[src/pdmp_pkg.sv]
// Package for the palette DAC micro port register logic: offsets, fields, reset values.
package pdmp_pkg;

  // ***********************************************************
  // Register-select locations
  // ***********************************************************
  localparam logic [1:0] PDMP_RS_WRITE_ADDR = 2'h0;
  localparam logic [1:0] PDMP_RS_COLOUR     = 2'h1;
  localparam logic [1:0] PDMP_RS_MASK       = 2'h2;
  localparam logic [1:0] PDMP_RS_READ_ADDR  = 2'h3;

  // ***********************************************************
  // Extended register indexes
  // ***********************************************************
  localparam logic [15:0] PDMP_IDX_MAKER     = 16'h0000;
  localparam logic [15:0] PDMP_IDX_PART      = 16'h0001;
  localparam logic [15:0] PDMP_IDX_RESERVED  = 16'h0002;
  localparam logic [15:0] PDMP_IDX_PRI_MODE  = 16'h0003;
  localparam logic [15:0] PDMP_IDX_SEC_MODE  = 16'h0004;
  localparam logic [15:0] PDMP_IDX_PLL       = 16'h0005;
  localparam logic [15:0] PDMP_IDX_SOFT_RST  = 16'h0006;

  // ***********************************************************
  // Fields and reset values
  // ***********************************************************
  localparam int          PDMP_CMD_EXT_SPACE_BIT = 4;
  localparam logic [7:0]  PDMP_CMD_RESET     = 8'h00;
  localparam logic [7:0]  PDMP_MASK_RESET    = 8'hFF;
  localparam logic [7:0]  PDMP_PLL_RESET     = 8'h02;
  localparam logic [7:0]  PDMP_PLL_WMASK     = 8'h03;
  localparam logic [7:0]  PDMP_INDEX_RESET   = 8'h00;
  localparam logic [7:0]  PDMP_MODE_RESET    = 8'h00;
  localparam int          PDMP_SOFT_RST_BIT  = 0;

  // Access sequence states
  typedef enum logic [2:0] {
    PDMP_S1, PDMP_S2, PDMP_S3, PDMP_S4, PDMP_S5, PDMP_S_IDX_LO, PDMP_S_IDX_HI, PDMP_S_INDEXED
  } pdmp_state_t;

  // Decoded command register controls
  typedef struct packed {
    logic [2:0] colour_format;
    logic       ext_space_en;
    logic       ext_pixel_en;
    logic       pedestal_en;
    logic       ram_8bit;
    logic       sleep;
  } pdmp_cmd_t;

endpackage

[src/pdmp_regs.sv]
// Micro port register logic of a palette DAC with extended indexed register space.
//
// Notes on behaviour
// - Each location-2 read before indexed access advances sequence state
// - States 1-4 read mask; fifth reads command
// - Next two location-2 accesses hit index bytes
// - Then indexed access, index increments afterwards
// - Access to other location resets to state 1
// - Sequence starts at state 1 after reset
// - Extended space disabled: state 5 read returns 1
// - Select bits: write addr, colour, mask, read addr
// - Index map: ids, reserved, modes, PLL, soft reset
// - Bit4 extended space, bit3 extended pixel modes
// - Bit2 adds blanking pedestal
// - Bit1 selects 8-bit palette transfers
// - Bit0 sleep, micro port stays usable
// - Index low and high bytes reset zero
// - Indexes 0 and 1 read-only identity codes
// - Pixel mode selects hold codes, not reset
// - PLL range bits 1:0, reset 10
// - Soft reset bit restores power-on defaults
// - Select bits captured at strobe falling edge
// - Write data stored at write strobe rising edge
module pdmp_regs
  import pdmp_pkg::*;
#(
  parameter logic [7:0] MAKER_CODE = 8'hA5,  // Arbitrary value
  parameter logic [7:0] PART_CODE  = 8'h5A   // Arbitrary value
) (
  input  wire logic       clk_sys,
  input  wire logic       rst_n,
  input  wire logic [1:0] register_select,
  input  wire logic       read_strobe_n,
  input  wire logic       write_strobe_n,
  input  wire logic [7:0] host_data_in,
  output logic      [7:0] host_data_out,
  output logic            host_data_oe,
  output logic      [1:0] rs_addr_sel,
  output logic      [7:0] rs_addr_wdata,
  output logic            rs_addr_wr,
  output logic            rs_addr_rd,
  input  wire logic [7:0] rs_addr_rdata,
  output pdmp_cmd_t       cmd_ctrl,
  output logic      [7:0] pixel_mask,
  output logic      [7:0] primary_mode,
  output logic      [7:0] secondary_mode,
  output logic      [1:0] pll_range
);

  // ***********************************************************
  // Strobe edge detection
  // ***********************************************************
  logic        rd_q_reg;
  logic        wr_q_reg;
  logic [1:0]  sel_reg;
  logic        sel_is_wr_reg;
  pdmp_state_t state_reg;
  pdmp_state_t state_next;
  logic [7:0]  cmd_reg;
  logic [7:0]  mask_reg;
  logic [7:0]  idx_lo_reg;
  logic [7:0]  idx_hi_reg;
  logic [7:0]  pri_mode_reg;
  logic [7:0]  sec_mode_reg;
  logic [7:0]  pll_reg;
  logic [7:0]  rdata_reg;

  wire rd_fall = rd_q_reg & ~read_strobe_n;
  wire rd_rise = ~rd_q_reg & read_strobe_n;
  wire wr_fall = wr_q_reg & ~write_strobe_n;
  wire wr_rise = ~wr_q_reg & write_strobe_n;

  // Limitation: there is no synchroniser in front of the edge detectors, so
  // the strobes and select bits must already be synchronous to clk_sys.
  // A strobe low for a single clock already counts as one access, though the bus is driven only from the second;
  // real controllers hold their strobes far longer than that at this rate.
  // Strobes are sampled as synchronous inputs; edges are one-cycle pulses
  always_ff @(posedge clk_sys or negedge rst_n) begin
    if (!rst_n) begin
      rd_q_reg <= 1'b1;
      wr_q_reg <= 1'b1;
    end else begin
      rd_q_reg <= read_strobe_n;
      wr_q_reg <= write_strobe_n;
    end
  end

  // Select bits are held from the falling edge so late bus changes do no harm
  always_ff @(posedge clk_sys or negedge rst_n) begin
    if (!rst_n) begin
      sel_reg       <= PDMP_RS_WRITE_ADDR;
      sel_is_wr_reg <= 1'b0;
    end else if (rd_fall | wr_fall) begin
      sel_reg       <= register_select;
      sel_is_wr_reg <= wr_fall;
    end
  end

  // ***********************************************************
  // Access decode
  // ***********************************************************
  // A read completes at the strobe falling edge (data must be ready early);
  // a write completes at the rising edge with the captured select bits.
  wire       sel_now_mask = (register_select == PDMP_RS_MASK);
  wire       rd_mask      = rd_fall & sel_now_mask;
  wire       rd_other     = rd_fall & ~sel_now_mask;
  wire       wr_done      = wr_rise & sel_is_wr_reg;
  wire       wr_mask      = wr_done & (sel_reg == PDMP_RS_MASK);
  wire       wr_other     = wr_done & (sel_reg != PDMP_RS_MASK);
  wire       mask_acc     = rd_mask | wr_mask;
  wire [15:0] index       = {idx_hi_reg, idx_lo_reg};
  wire       ext_en       = cmd_reg[PDMP_CMD_EXT_SPACE_BIT];
  wire       indexed_wr   = wr_mask & (state_reg == PDMP_S_INDEXED);
  // Soft reset acts at the write strobe rise that carries the set bit
  wire       soft_reset   = indexed_wr & (index == PDMP_IDX_SOFT_RST)
                            & host_data_in[PDMP_SOFT_RST_BIT];

  // ***********************************************************
  // Per-register write enables
  // ***********************************************************
  // Decoded once here so the register processes below stay short
  wire       mask_wr      = wr_mask & (state_reg inside {PDMP_S1, PDMP_S2, PDMP_S3, PDMP_S4});
  wire       cmd_wr       = wr_mask & (state_reg == PDMP_S5);
  wire       idx_lo_wr    = wr_mask & (state_reg == PDMP_S_IDX_LO);
  wire       idx_hi_wr    = wr_mask & (state_reg == PDMP_S_IDX_HI);
  wire       idx_step     = mask_acc & (state_reg == PDMP_S_INDEXED);
  wire       pri_wr       = indexed_wr & (index == PDMP_IDX_PRI_MODE);
  wire       sec_wr       = indexed_wr & (index == PDMP_IDX_SEC_MODE);
  wire       pll_wr       = indexed_wr & (index == PDMP_IDX_PLL);

  // Other locations go to the outer palette logic
  assign rs_addr_sel   = rd_fall ? register_select : sel_reg;
  assign rs_addr_wdata = host_data_in;
  assign rs_addr_wr    = wr_other;
  assign rs_addr_rd    = rd_other;

  // ***********************************************************
  // Access sequence state counter
  // ***********************************************************
  // Next state: other locations restart, writes in states 1-5 restart
  always_comb begin
    state_next = state_reg;
    if (rd_other | wr_other) begin
      state_next = PDMP_S1;
    end else if (mask_acc) begin
      unique case (state_reg)
        PDMP_S1:        state_next = wr_mask ? PDMP_S1 : PDMP_S2;
        PDMP_S2:        state_next = wr_mask ? PDMP_S1 : PDMP_S3;
        PDMP_S3:        state_next = wr_mask ? PDMP_S1 : PDMP_S4;
        PDMP_S4:        state_next = wr_mask ? PDMP_S1 : PDMP_S5;
        PDMP_S5:        state_next = (rd_mask & ext_en) ? PDMP_S_IDX_LO : PDMP_S1;
        PDMP_S_IDX_LO:  state_next = PDMP_S_IDX_HI;
        PDMP_S_IDX_HI:  state_next = PDMP_S_INDEXED;
        PDMP_S_INDEXED: state_next = PDMP_S_INDEXED;
      endcase
    end
  end

  // Soft reset also restarts the sequence so the host finds a known state
  always_ff @(posedge clk_sys or negedge rst_n) begin
    if (!rst_n) begin
      state_reg <= PDMP_S1;
    end else if (soft_reset) begin
      state_reg <= PDMP_S1;
    end else begin
      state_reg <= state_next;
    end
  end

  // ***********************************************************
  // Direct registers: mask, command, index bytes
  // ***********************************************************
  // Pixel mask: writes only land in states 1-4
  always_ff @(posedge clk_sys or negedge rst_n) begin
    if (!rst_n) begin
      mask_reg <= PDMP_MASK_RESET;
    end else if (soft_reset) begin
      mask_reg <= PDMP_MASK_RESET;
    end else if (mask_wr) begin
      mask_reg <= host_data_in;
    end
  end

  // Command register written in state 5; soft reset restores defaults
  always_ff @(posedge clk_sys or negedge rst_n) begin
    if (!rst_n) begin
      cmd_reg <= PDMP_CMD_RESET;
    end else if (soft_reset) begin
      cmd_reg <= PDMP_CMD_RESET;
    end else if (cmd_wr) begin
      cmd_reg <= host_data_in;
    end
  end

  // Index bytes: loaded in states 6/7, auto-increment after indexed accesses
  always_ff @(posedge clk_sys or negedge rst_n) begin
    if (!rst_n) begin
      idx_lo_reg <= PDMP_INDEX_RESET;
      idx_hi_reg <= PDMP_INDEX_RESET;
    end else if (soft_reset) begin
      idx_lo_reg <= PDMP_INDEX_RESET;
      idx_hi_reg <= PDMP_INDEX_RESET;
    end else if (idx_lo_wr) begin
      idx_lo_reg <= host_data_in;
    end else if (idx_hi_wr) begin
      idx_hi_reg <= host_data_in;
    end else if (idx_step) begin
      {idx_hi_reg, idx_lo_reg} <= index + 16'h0001;
    end
  end

  // ***********************************************************
  // Extended registers
  // ***********************************************************
  // Mode selects are not reset by power-on, so soft reset leaves them too;
  // a defined value is still given at rst_n to keep simulation clean
  always_ff @(posedge clk_sys or negedge rst_n) begin
    if (!rst_n) begin
      pri_mode_reg <= PDMP_MODE_RESET;
      sec_mode_reg <= PDMP_MODE_RESET;
    end else begin
      if (pri_wr) begin
        pri_mode_reg <= host_data_in;
      end
      if (sec_wr) begin
        sec_mode_reg <= host_data_in;
      end
    end
  end

  // PLL range: reserved bits 7:2 are never stored
  always_ff @(posedge clk_sys or negedge rst_n) begin
    if (!rst_n) begin
      pll_reg <= PDMP_PLL_RESET;
    end else if (soft_reset) begin
      pll_reg <= PDMP_PLL_RESET;
    end else if (pll_wr) begin
      pll_reg <= host_data_in & PDMP_PLL_WMASK;
    end
  end

  // ***********************************************************
  // Read data path
  // ***********************************************************
  logic [7:0] ext_rdata;
  logic [7:0] mask_rdata;

  // Indexed read map; reserved and unmapped indexes read zero
  always_comb begin
    unique case (index)
      PDMP_IDX_MAKER:    ext_rdata = MAKER_CODE;
      PDMP_IDX_PART:     ext_rdata = PART_CODE;
      PDMP_IDX_PRI_MODE: ext_rdata = pri_mode_reg;
      PDMP_IDX_SEC_MODE: ext_rdata = sec_mode_reg;
      PDMP_IDX_PLL:      ext_rdata = pll_reg;
      default:           ext_rdata = 8'h00;
    endcase
  end

  // Register mapped at location 2 for each sequence state
  always_comb begin
    unique case (state_reg)
      PDMP_S5:        mask_rdata = cmd_reg;
      PDMP_S_IDX_LO:  mask_rdata = idx_lo_reg;
      PDMP_S_IDX_HI:  mask_rdata = idx_hi_reg;
      PDMP_S_INDEXED: mask_rdata = ext_rdata;
      default:        mask_rdata = mask_reg;
    endcase
  end

  // Reads are served from the state before the step, so the sequence step
  // and the returned data always agree, however late the strobe rises.
  // Data captured at the falling edge and held until the strobe rises
  always_ff @(posedge clk_sys or negedge rst_n) begin
    if (!rst_n) begin
      rdata_reg <= 8'h00;
    end else if (rd_fall) begin
      rdata_reg <= sel_now_mask ? mask_rdata : rs_addr_rdata;
    end
  end

  // Bus enabled one clock after the strobe falls, once the data flop is loaded
  assign host_data_out = rdata_reg;
  assign host_data_oe  = ~rd_q_reg & ~read_strobe_n;

  // ***********************************************************
  // Control outputs
  // ***********************************************************
  // Straight from the registers; reserved PLL bits never leave the block
  assign cmd_ctrl       = pdmp_cmd_t'(cmd_reg);
  assign pixel_mask     = mask_reg;
  assign primary_mode   = pri_mode_reg;
  assign secondary_mode = sec_mode_reg;
  assign pll_range      = pll_reg[1:0];

endmodule

[config.mk]
export PLATFORM = sky130hd
export DESIGN_NAME = pdmp_regs
export DESIGN_NICKNAME = d
export VERILOG_FILES = /design/src/pdmp_pkg.sv /design/src/pdmp_regs.sv
export SDC_FILE = /design/constraint.sdc
export NUM_CORES = 1
export LEC_CHECK = 0
export ABC_AREA = 0
export BUFFER_PORTS_ARGS = -buffer_cell sky130_fd_sc_hd__buf_2
export CORE_ASPECT_RATIO = 0.8
export CORE_MARGIN = 1
export CORE_UTILIZATION = 50
export CTS_CLUSTER_DIAMETER = 50
export CTS_CLUSTER_SIZE = 12
export DETAILED_ROUTE_END_ITERATION = 7
export MAX_ROUTING_LAYER = met4
export PLACE_DENSITY = 0.85
export SLEW_MARGIN = 20
export SYNTH_ARGS = -nofsm -noshare
export SYNTH_HDL_FRONTEND = slang
export SYNTH_SLANG_ARGS = --single-unit
[constraint.sdc]
create_clock -name clk_sys -period 1.7 [get_ports clk_sys]
set_input_delay 0 -clock clk_sys [delete_from_list [all_inputs] [get_ports clk_sys]]
set_output_delay 0 -clock clk_sys [all_outputs]
set_load 0.01 [all_outputs]
======== Yosys cells after proc, flatten, opt, wreduce, memory -nomap -nowiden ========
Index checks and enable logic that the tools add are counted.
storage, ports and cells
  register bits ........................... 72
  bits of input ports ..................... 22
  output and inout bits ................... 55
  logic and storage cells ................. 99
operators by class
  add/subtract/negate cells ............... 1
  equality and inequality tests ........... 17
  mux-type cells .......................... 27
  bitwise gates (word level) .............. 29
  reduce and logical (&&, ||, !) cells .... 12
operator list
  kind                                             count
  2-to-1 mux 8 bit                                 15
  == test 16 x 3 -> 1 bit (second input constant)  3
  case mux 8 bit (5 select lines)                  1
  case mux 8 bit (4 select lines)                  1
  bitwise AND 1 bit                                21
  case mux 3 bit (7 select lines)                  1
  adder 16 x 1 -> 16 bit (second input constant)   1
  == test 16 x 1 -> 1 bit (second input constant)  1
  == test 16 x 2 -> 1 bit (second input constant)  1
  zero test 16 bit                                 1
  2-to-1 mux 3 bit                                 5
  == test 3 bit (second input constant)            4
  nonzero test 3 bit                               3
  == test 3 x 2 -> 1 bit (second input constant)   2
  2-to-1 mux 2 bit                                 3
  nonzero test 2 bit                               3
  inverter 1 bit                                   5
  == test 2 bit (second input constant)            2
  != test 2 bit (second input constant)            2
  AND reduction 2 bit                              2
  nonzero test 4 bit                               1
  == test 3 x 1 -> 1 bit (second input constant)   1
  zero test 3 bit                                  1
  != test 3 bit (second input constant)            1
  3 further kinds                                  5

======== Longest topological paths before layout ========
Gate-level depths: netlist (run 1).
  depth after elaboration ................. 10
  mapped depth ............................ 8

======== Least setup slack after synthesis (run 1) ========
No wires, ideal clock.
  kind .................................... flip-flop to flip-flop
  start point ............................. register idx_lo_reg[5]
  end point ............................... register sec_mode_reg[0], in the netlist secondary_mode[0]
  arrival ................................. 1.724 ns
  required time ........................... 1.575 ns
  path slack .............................. -0.149 ns
  stages on the path, launching flop included .. 7
  path buffers ............................ 1
  cells stage by stage .................... dfrtp_1 -> nor4_2 -> and2_2 -> nand3_2 -> or3_1 -> buf_6 -> mux2_4
on the way
  longest elaborated chain between the ends .. 2
ends and longest elaborated chain
  what                     line              source
  start, declared          pdmp_regs.sv:61   logic [7:0] idx_lo_reg;
  start signal, assigned   pdmp_regs.sv:204  idx_lo_reg <= host_data_in;
  start signal, assigned   pdmp_regs.sv:208  {idx_hi_reg, idx_lo_reg} <= index + 16'h0001;
  == test 16 x 3 -> 1 bit  pdmp_regs.sv:128  wire sec_wr = indexed_wr & (index == PDMP_IDX_SEC_MODE);
  bitwise AND 1 bit        pdmp_regs.sv:128
  end signal, assigned     pdmp_regs.sv:226  sec_mode_reg <= host_data_in;
  end, declared            pdmp_regs.sv:64   logic [7:0] sec_mode_reg;
Every way passes these cells.
A chain may end at the register's enable or synchronous reset.

======== Worst setup path in the final report (run 1) ========
  start point ............................. register idx_lo_reg[6]
  end point ............................... register sec_mode_reg[5], in the netlist secondary_mode[5]
Same word-level chain as after synthesis.

==> key figures, run 1 <==
Critical path
  • Setup crit start kind: flip-flop
  • Worst-path fanout max: 8
  • WP data arrival: 2.25 ns
  • CP endpoint kind: flip-flop
  • Critical path required time: 1.94 ns
  • Reg2reg start: idx_lo_reg[6]
  • CP Class: reg2reg
  • FF-to-FF setup slack: -0.31 ns
  • Worst Setup SP: idx_lo_reg[6]

Logic synthesis
  • Syn nets: 446
  • Synth Area per Inst: 9.393 µm²
  • Dominant synthesized flop cell: dfrtp_1
  • Post-synth EDFFs: 0
  • Synth area leaders: dfrtp_1 35%, dfstp_2 7.3%, mux2i_1 6.3%, a21oi_1 5.2%, nand2_1 4.3%
  • Cells after Synth: 420
  • Yosys warning count: 0
  • Sequential cell area fraction in the yosys report: 42.21%
  • Number of synthesized register bits: 66
  • Post-synth top area cell: dfrtp_1
  • Asr flop ratio synth: 100.0%
  • Top cell type's share of synthesized area: 34.89%
  • Synth unique cells: 61
  • Mapped Area: 3945 µm²

Route
  • Routed vias: 4,280
  • DR vias/cell: 6.203
  • Post-Route WL: 14,890 µm
  • First-pass iteration count of the detailed router: 7
  • # DRC: 0
  • Routed wire per std cell: 21.58 µm
  • Initial DRC count: 418
  • ANT nets after route: 0

Placed design
  • PortBufs: 76
  • Dpl hpwl: 9332 µm
  • Placer Congestion: 0.9687
  • Placed inst area: 4897 µm²

Die
  • Die X: 101.3 µm
  • Core footprint: 7532 µm²
  • Die area: 8252 µm²
  • IO Pins: 77
  • Initial Util: 52.38%
  • Die height: 81.45 µm
  • Site Rows: 28

GRT
  • GRT Total Usage: 36.48%
  • M2 GR Usage: 56.39%
  • First-pass GRT wire length: 21,330 µm
  • GR Overflow Total: 0
  • Vias in the first global route: 3,991
  • Pin count of the biggest net entering global routing: 67
  • GR peak layer: met2
  • GR met1 Demand/Resource: 47.81%
  • M3 GR Usage: 6.809%
  • Number of antenna violations at the first check in global routing: 0

Pwr
  • Pwr Density: 753.7 nW/µm²
  • LEAKAGE: 2.755 nW
  • Worst vdd ir: 0.0007932 V

Timing
  • Skew final: 0.01553 ns
  • Setup TNS: -6.914 ns
  • Final WS setup: -0.3077 ns
  • Worst-Margin Slew: 0.3887 ns
  • Fin. max-slew vios: 0
  • Final Cycle Share: 118.1%
  • Relative slew slack: 74.08%
  • Max Clock Freq: 498.1 MHz
  • Final setup vio count: 47
  • Fin crit period: 2.008 ns
  • Endpoints failing hold: 0
  • RSZ-0062 raised after global routing: true

Hold path
  • Hold_sp: host_data_in[3]
  • Min-Delay Path Class: in2reg

Run status
  • Violated checks: negative setup slack
  • Status: finished with violations

CTS
  • CTS tree: yes
  • Skew-Pair Late Insertion Delay: 0.37 ns
  • CTS H-Tree Depth: 3
  • Clk pin slew, worst setup/hold paths: 0.08 ns
  • CTS buffer count: 9
  • Clock sink count: 66
  • CTS Buffer Depth: 2
  • CTS Root Cell: clkbuf_8

Layout
  • Diodes inserted: 0
  • Fin util: 76.69%
  • Layout area overhead: 46.43%
  • Filler Cells Inserted: 463
  • Nets: 606
  • Share of layout cells above drive strength 1: 49.40%
  • Design Area, Final: 5777 µm²

Run
  • Max Cap Viol: 0
-- placed cells by master, fill, tap and decap left out, types with 3 or more instances in the layout --
| cell type | n |
|---|---|
| a211oi_1 | 4 |
| a211oi_2 | 5 |
| a21oi_1 | 30 |
| a21oi_2 | 11 |
| a2bb2oi_1 | 5 |
| a2bb2oi_2 | 4 |
| and3_1 | 3 |
| and3_4 | 3 |
| buf_12 | 4 |
| buf_2 | 77 |
| buf_4 | 72 |
| buf_6 | 11 |
| clkbuf_8 | 11 |
| dfrtp_1 | 51 |
| dfrtp_2 | 4 |
| dfstp_2 | 11 |
| dlygate4sd3_1 | 14 |
| inv_1 | 13 |
| mux2_2 | 10 |
| mux2_4 | 8 |
| mux2i_1 | 22 |
| mux2i_2 | 3 |
| nand2_1 | 41 |
| nand2_2 | 4 |
| nand2b_1 | 3 |
| nand3_1 | 10 |
| nand4_1 | 4 |
| nor2_1 | 30 |
| nor2_2 | 4 |
| nor2b_1 | 3 |
| nor3_1 | 6 |
| nor3_2 | 5 |
| nor4_4 | 3 |
| o21ai_0 | 16 |
| o21ai_1 | 4 |
| o22ai_1 | 7 |
| or3_4 | 3 |
| xnor2_1 | 6 |
-- repair_timing --
action                                  CTS  global route
gates cloned                              0             2
gates resized for setup                  49            37
pin swaps                                10            15
buffers inserted                         10            10
endpoints found under the setup margin   50            55
hold buffers                             14             0
endpoints found under the hold margin    79             0
-- routing by layer --
metal  part of all wire (%)  vias to the layer above
li1                       -                     1835
met1                     39                     2040
met2                     46                      331
met3                     11                       74
met4                    4.3                        0
met5                      0                        -
-- final cells by class --
type,instances,area (µm²),share of cell area (%)
Clock inverter,5,85.08,1.473
Clock buffer,11,151.4,2.621
Inverter,13,48.80,0.8447
Tap cell,105,131.4,2.274
Sequential cell,66,1670,28.91
Multi-Input combinational cell,309,2365,40.94
Timing Repair Buffer,181,1325,22.94
-- critical path, cell delays in order, from the launching register on --
cell     delay [ns]
dfrtp_1        0.42
nor4_4         0.35
and2_4         0.20
nand3_2        0.09
or3_4          0.49
mux2_4         0.33
-- path summary, 6_finish.rpt --
path | endpoint | cells after the start
hold / removal | idx_lo_reg[3] | 3
setup reg to reg | secondary_mode[5] | 5
setup / recovery | secondary_mode[5] | 5
max in group asynchronous | pixel_mask[2] | 3
min in group asynchronous | sel_is_wr_reg | 3
hold reg to reg | host_data_out[3] | 2
-- cells in the mapped netlist (all sizes together) (3+ instances only) --
library cell / n
ha: 4
or3: 5
clkbuf: 13
nor3: 11
nand4: 4
dfrtp: 55
mux2: 18
nor2b: 6
and3: 6
inv: 13
o22ai: 8
buf: 19
a2bb2oi: 9
dfstp: 11
mux2i: 25
and4: 5
nand3: 13
o21ai: 21
nand2: 45
a211oi: 9
a21oi: 41
nor4: 5
and2: 3
nand2b: 3
xnor2: 7
nor2: 35
-- where the power goes --
| part | leakage (nW) | switching [W] | internal, W |
|---|---|---|---|
| registers | 0.817 | 0.000117 | 0.00175 |
| logic | 1.82 | 0.000516 | 0.000378 |
| clock network | 0.116 | 0.000675 | 0.000913 |
-- cell families after synthesis --
group | share of synthesized area (%)
buffers and inverters | 6.058
AND/OR/NAND/NOR | 20.49
adder cells (fa/ha/maj) | 1.269
multiplexers | 12.24
flip-flops | 42.21
AO/OA/AOI/OAI | 15.95
XOR/XNOR | 1.776
-- per-stage QoR --
step                      hold slack [ns]  power, W  setup slack, ns  cells
final                            0.002032  0.004354          -0.3077    690
after global routing              0.01553  0.004481          -0.3226    690
after CTS                        0.004993  0.004263          -0.2573    679
after detailed placement          0.04753  0.002637          -0.2603    642
after global placement            0.04251  0.002602          -0.2056    642
after floorplan                   -0.2956  0.002249          -0.1489    420
Note: power is estimated with default switching activity, not from simulation.
==> inputs of run 2 (changes only) <==
--- a/config.mk
+++ b/config.mk
@@ -19,3 +19,4 @@
 export SYNTH_ARGS = -nofsm -noshare
 export SYNTH_HDL_FRONTEND = slang
 export SYNTH_SLANG_ARGS = --single-unit
+export TNS_END_PERCENT = 30
==> key figures, run 2 (synthesized netlist as in run 1, its figures left out) <==
Die
  • Core footprint: 7532 µm² (unchanged)
  • Initial Util: 52.38% (unchanged)
  • Die X: 101.3 µm (unchanged)
  • IO Pins: 77 (unchanged)
  • Die area: 8252 µm² (unchanged)
  • Die height: 81.45 µm (unchanged)
  • Site Rows: 28 (unchanged)

CTS
  • CTS Root Cell: clkbuf_8 (unchanged)
  • CTS Buffer Depth: 2 (unchanged)
  • CTS H-Tree Depth: 3 (unchanged)
  • CTS buffer count: 9 (unchanged)
  • Skew-Pair Late Insertion Delay: 0.36 ns (was 0.37 ns)
  • Clk pin slew, worst setup/hold paths: 0.07 ns (was 0.08 ns)
  • Clock sink count: 66 (unchanged)
  • CTS tree: yes (unchanged)

Critical path
  • Reg2reg start: idx_lo_reg[5] (was idx_lo_reg[6])
  • CP max stage cell: or3_4 (unchanged)
  • FF-to-FF setup slack: -0.24 ns (was -0.31 ns)
  • CP endpoint kind: flip-flop (unchanged)
  • Reg-to-Reg End: secondary_mode[4] (was secondary_mode[5])
  • Worst-path fanout max: 8 (unchanged)
  • Crit-path cells: nor4_4 -> and2_4 -> nand3_4 -> or3_4 -> mux2_4 (was nor4_4 -> and2_4 -> nand3_2 -> or3_4 -> mux2_4)
  • CP Class: reg2reg (unchanged)
  • Critical path required time: 1.94 ns (about the same)
  • WP buf/inv: 0 (unchanged)
  • CP top delay family: simple AND/OR/NAND/NOR gates (unchanged)
  • Setup crit start kind: flip-flop (unchanged)
  • Worst r2r path cells: 5 (unchanged)
  • Crit path largest cell delay: 0.48 ns (was 0.49 ns)
  • WP data arrival: 2.17 ns (was 2.25 ns)

GRT
  • GR Overflow Total: 0 (unchanged)
  • First-pass GRT wire length: 20,650 µm (was 21,330 µm)
  • Number of antenna violations at the first check in global routing: 0 (unchanged)
  • Pin count of the biggest net entering global routing: 67 (unchanged)
  • GRT Total Usage: 35.20% (was 36.48%)
  • Vias in the first global route: 3,979 (was 3,991)

Layout
  • Fin cells: 678 (was 690)
  • Diodes inserted: 0 (unchanged)
  • Share of layout cells above drive strength 1: 44.50% (was 49.40%)
  • Storage element area: 1665 µm² (was 1670 µm²)
  • Multi-input gate area: 2241 µm² (was 2365 µm²)
  • Layout area overhead: 39.14% (was 46.43%)
  • Nets: 594 (was 606)
  • Most frequent cells in the layout: 76 x buf_2, 75 x buf_4, 55 x dfrtp_1 (was 77 x buf_2, 72 x buf_4, 51 x dfrtp_1)
  • Filler Cells Inserted: 547 (was 463)
  • Commonest non-fill, non-tap cell in the layout: buf_2 (unchanged)

Route
  • Post-Route WL: 13,580 µm (was 14,890 µm)
  • Met2 WL post-DR: 6124 µm (was 6782 µm)
  • Routed vias: 4,133 (was 4,280)
  • ANT nets after route: 0 (unchanged)
  • Initial DRC count: 377 (was 418)
  • Routed wire per std cell: 20.03 µm (was 21.58 µm)
  • Metal1 wirelength: 5717 µm (was 5857 µm)
  • # DRC: 0 (unchanged)
  • Metal3 WL: 1377 µm (was 1607 µm)
  • DR vias/cell: 6.096 (was 6.203)
  • Top layer reached by signal wires: met4 (unchanged)
  • First-pass iteration count of the detailed router: 5 (was 7)

Placed design
  • Placer Congestion: 1.010 (was 0.9687)
  • PortBufs: 76 (unchanged)
  • Placed cells: 649 (was 642)
  • Dpl hpwl: 9526 µm (was 9332 µm)

Hold path
  • Hold_sp: host_data_in[7] (was host_data_in[3])
  • Min-Delay Path Class: in2reg (unchanged)
  • Hold path depth: 3 (unchanged)
  • Hold worst-path end: idx_lo_reg[7] (was idx_lo_reg[3])

Timing
  • Final setup vio count: 46 (was 47)
  • Final WS setup: -0.2357 ns (was -0.3077 ns)
  • Skew final: 0.01277 ns (was 0.01553 ns)
  • Setup TNS: -5.881 ns (was -6.914 ns)
  • Relative slew slack: 74.43% (was 74.08%)
  • RSZ-0062 raised after global routing: true (unchanged)
  • Fin. max-slew vios: 0 (unchanged)
  • Endpoints failing hold: 0 (unchanged)
  • Max Clock Freq: 516.6 MHz (was 498.1 MHz)
  • Final Cycle Share: 113.9% (was 118.1%)
  • Fin crit period: 1.936 ns (was 2.008 ns)
  • Worst-Margin Slew: 0.3836 ns (was 0.3887 ns)

Pwr
  • Pwr Density: 775.9 nW/µm² (was 753.7 nW/µm²)
  • Worst vdd ir: 0.0006853 V (was 0.0007932 V)
  • LEAKAGE: 2.671 nW (was 2.755 nW)

Run
  • Max Cap Viol: 0 (unchanged)

Run status
  • Violated checks: negative setup slack (unchanged)
  • Status: finished with violations (unchanged)
## run 2: through the flow
stage / instance area [µm²] / hold WS [ns] / utilization, % / setup slack [ns] / total power, W
floorplan: 3945 / -0.2956 / - / -0.1489 / 0.002245
global placement: 4917 / 0.04097 / 65.28 / -0.2524 / 0.002606
detailed placement: 4917 / 0.05384 / 65.28 / -0.2929 / 0.002640
CTS: 5385 / 0.002802 / 71.50 / -0.2347 / 0.004241
global route: 5489 / 0.008876 / 72.87 / -0.2943 / 0.004417
finish: 5489 / 0.01395 / 72.87 / -0.2357 / 0.004259
## run 2: worst min-delay path, cell delays in order
cell	delay (ns)
buf_2	0.16
nor2_1	0.11
a21oi_1	0.05
## run 2: timing repair
item / in CTS / in global routing
gates resized for setup: 23 / 25
pin swaps: 2 / 6
endpoints found under the hold margin: 77 / 0
hold buffers: 12 / 0
setup buffers: 1 / 1
setup endpoints to repair: 51 / 63
## run 2: layout make-up
cell class | count | area share, %
multi-input cells | 309 | 40.83
well taps | 105 | 2.393
clock inverters | 5 | 1.550
repair buffers | 169 | 21.24
clock buffers | 11 | 2.758
inverters | 13 | 0.8890
flip-flops and latches | 66 | 30.34
## run 2: worst max-delay path by stage
stage                   from           endpoint  slack (ns)  cells after the start
6_report       idx_lo_reg[5]  secondary_mode[4]       -0.24                      5
5_1_grt        idx_lo_reg[5]  secondary_mode[6]       -0.29                      5
4_1_cts        idx_lo_reg[6]  secondary_mode[4]       -0.23                      6
3_5_place_dp   idx_lo_reg[5]  secondary_mode[4]       -0.29                      6
3_3_place_gp   idx_lo_reg[5]  secondary_mode[5]       -0.25                      6
2_1_floorplan  idx_lo_reg[5]  secondary_mode[0]       -0.15                      6
## run 2: layer usage
| metal | vias up | track usage [%] |
|---|---|---|
| met5 | - | - |
| met4 | 0 | 13.33 |
| met3 | 48 | 8.936 |
| met2 | 295 | 54.29 |
| met1 | 1984 | 45.01 |
| li1 | 1806 | - |
## run 2: power by group
group	internal (W)	total [W]	switching, W
sequential	0.00175	0.00187	0.000114
clock	0.000914	0.00157	0.000659
combinational	0.000345	0.000818	0.000474
total	0.00301	0.00426	0.00125
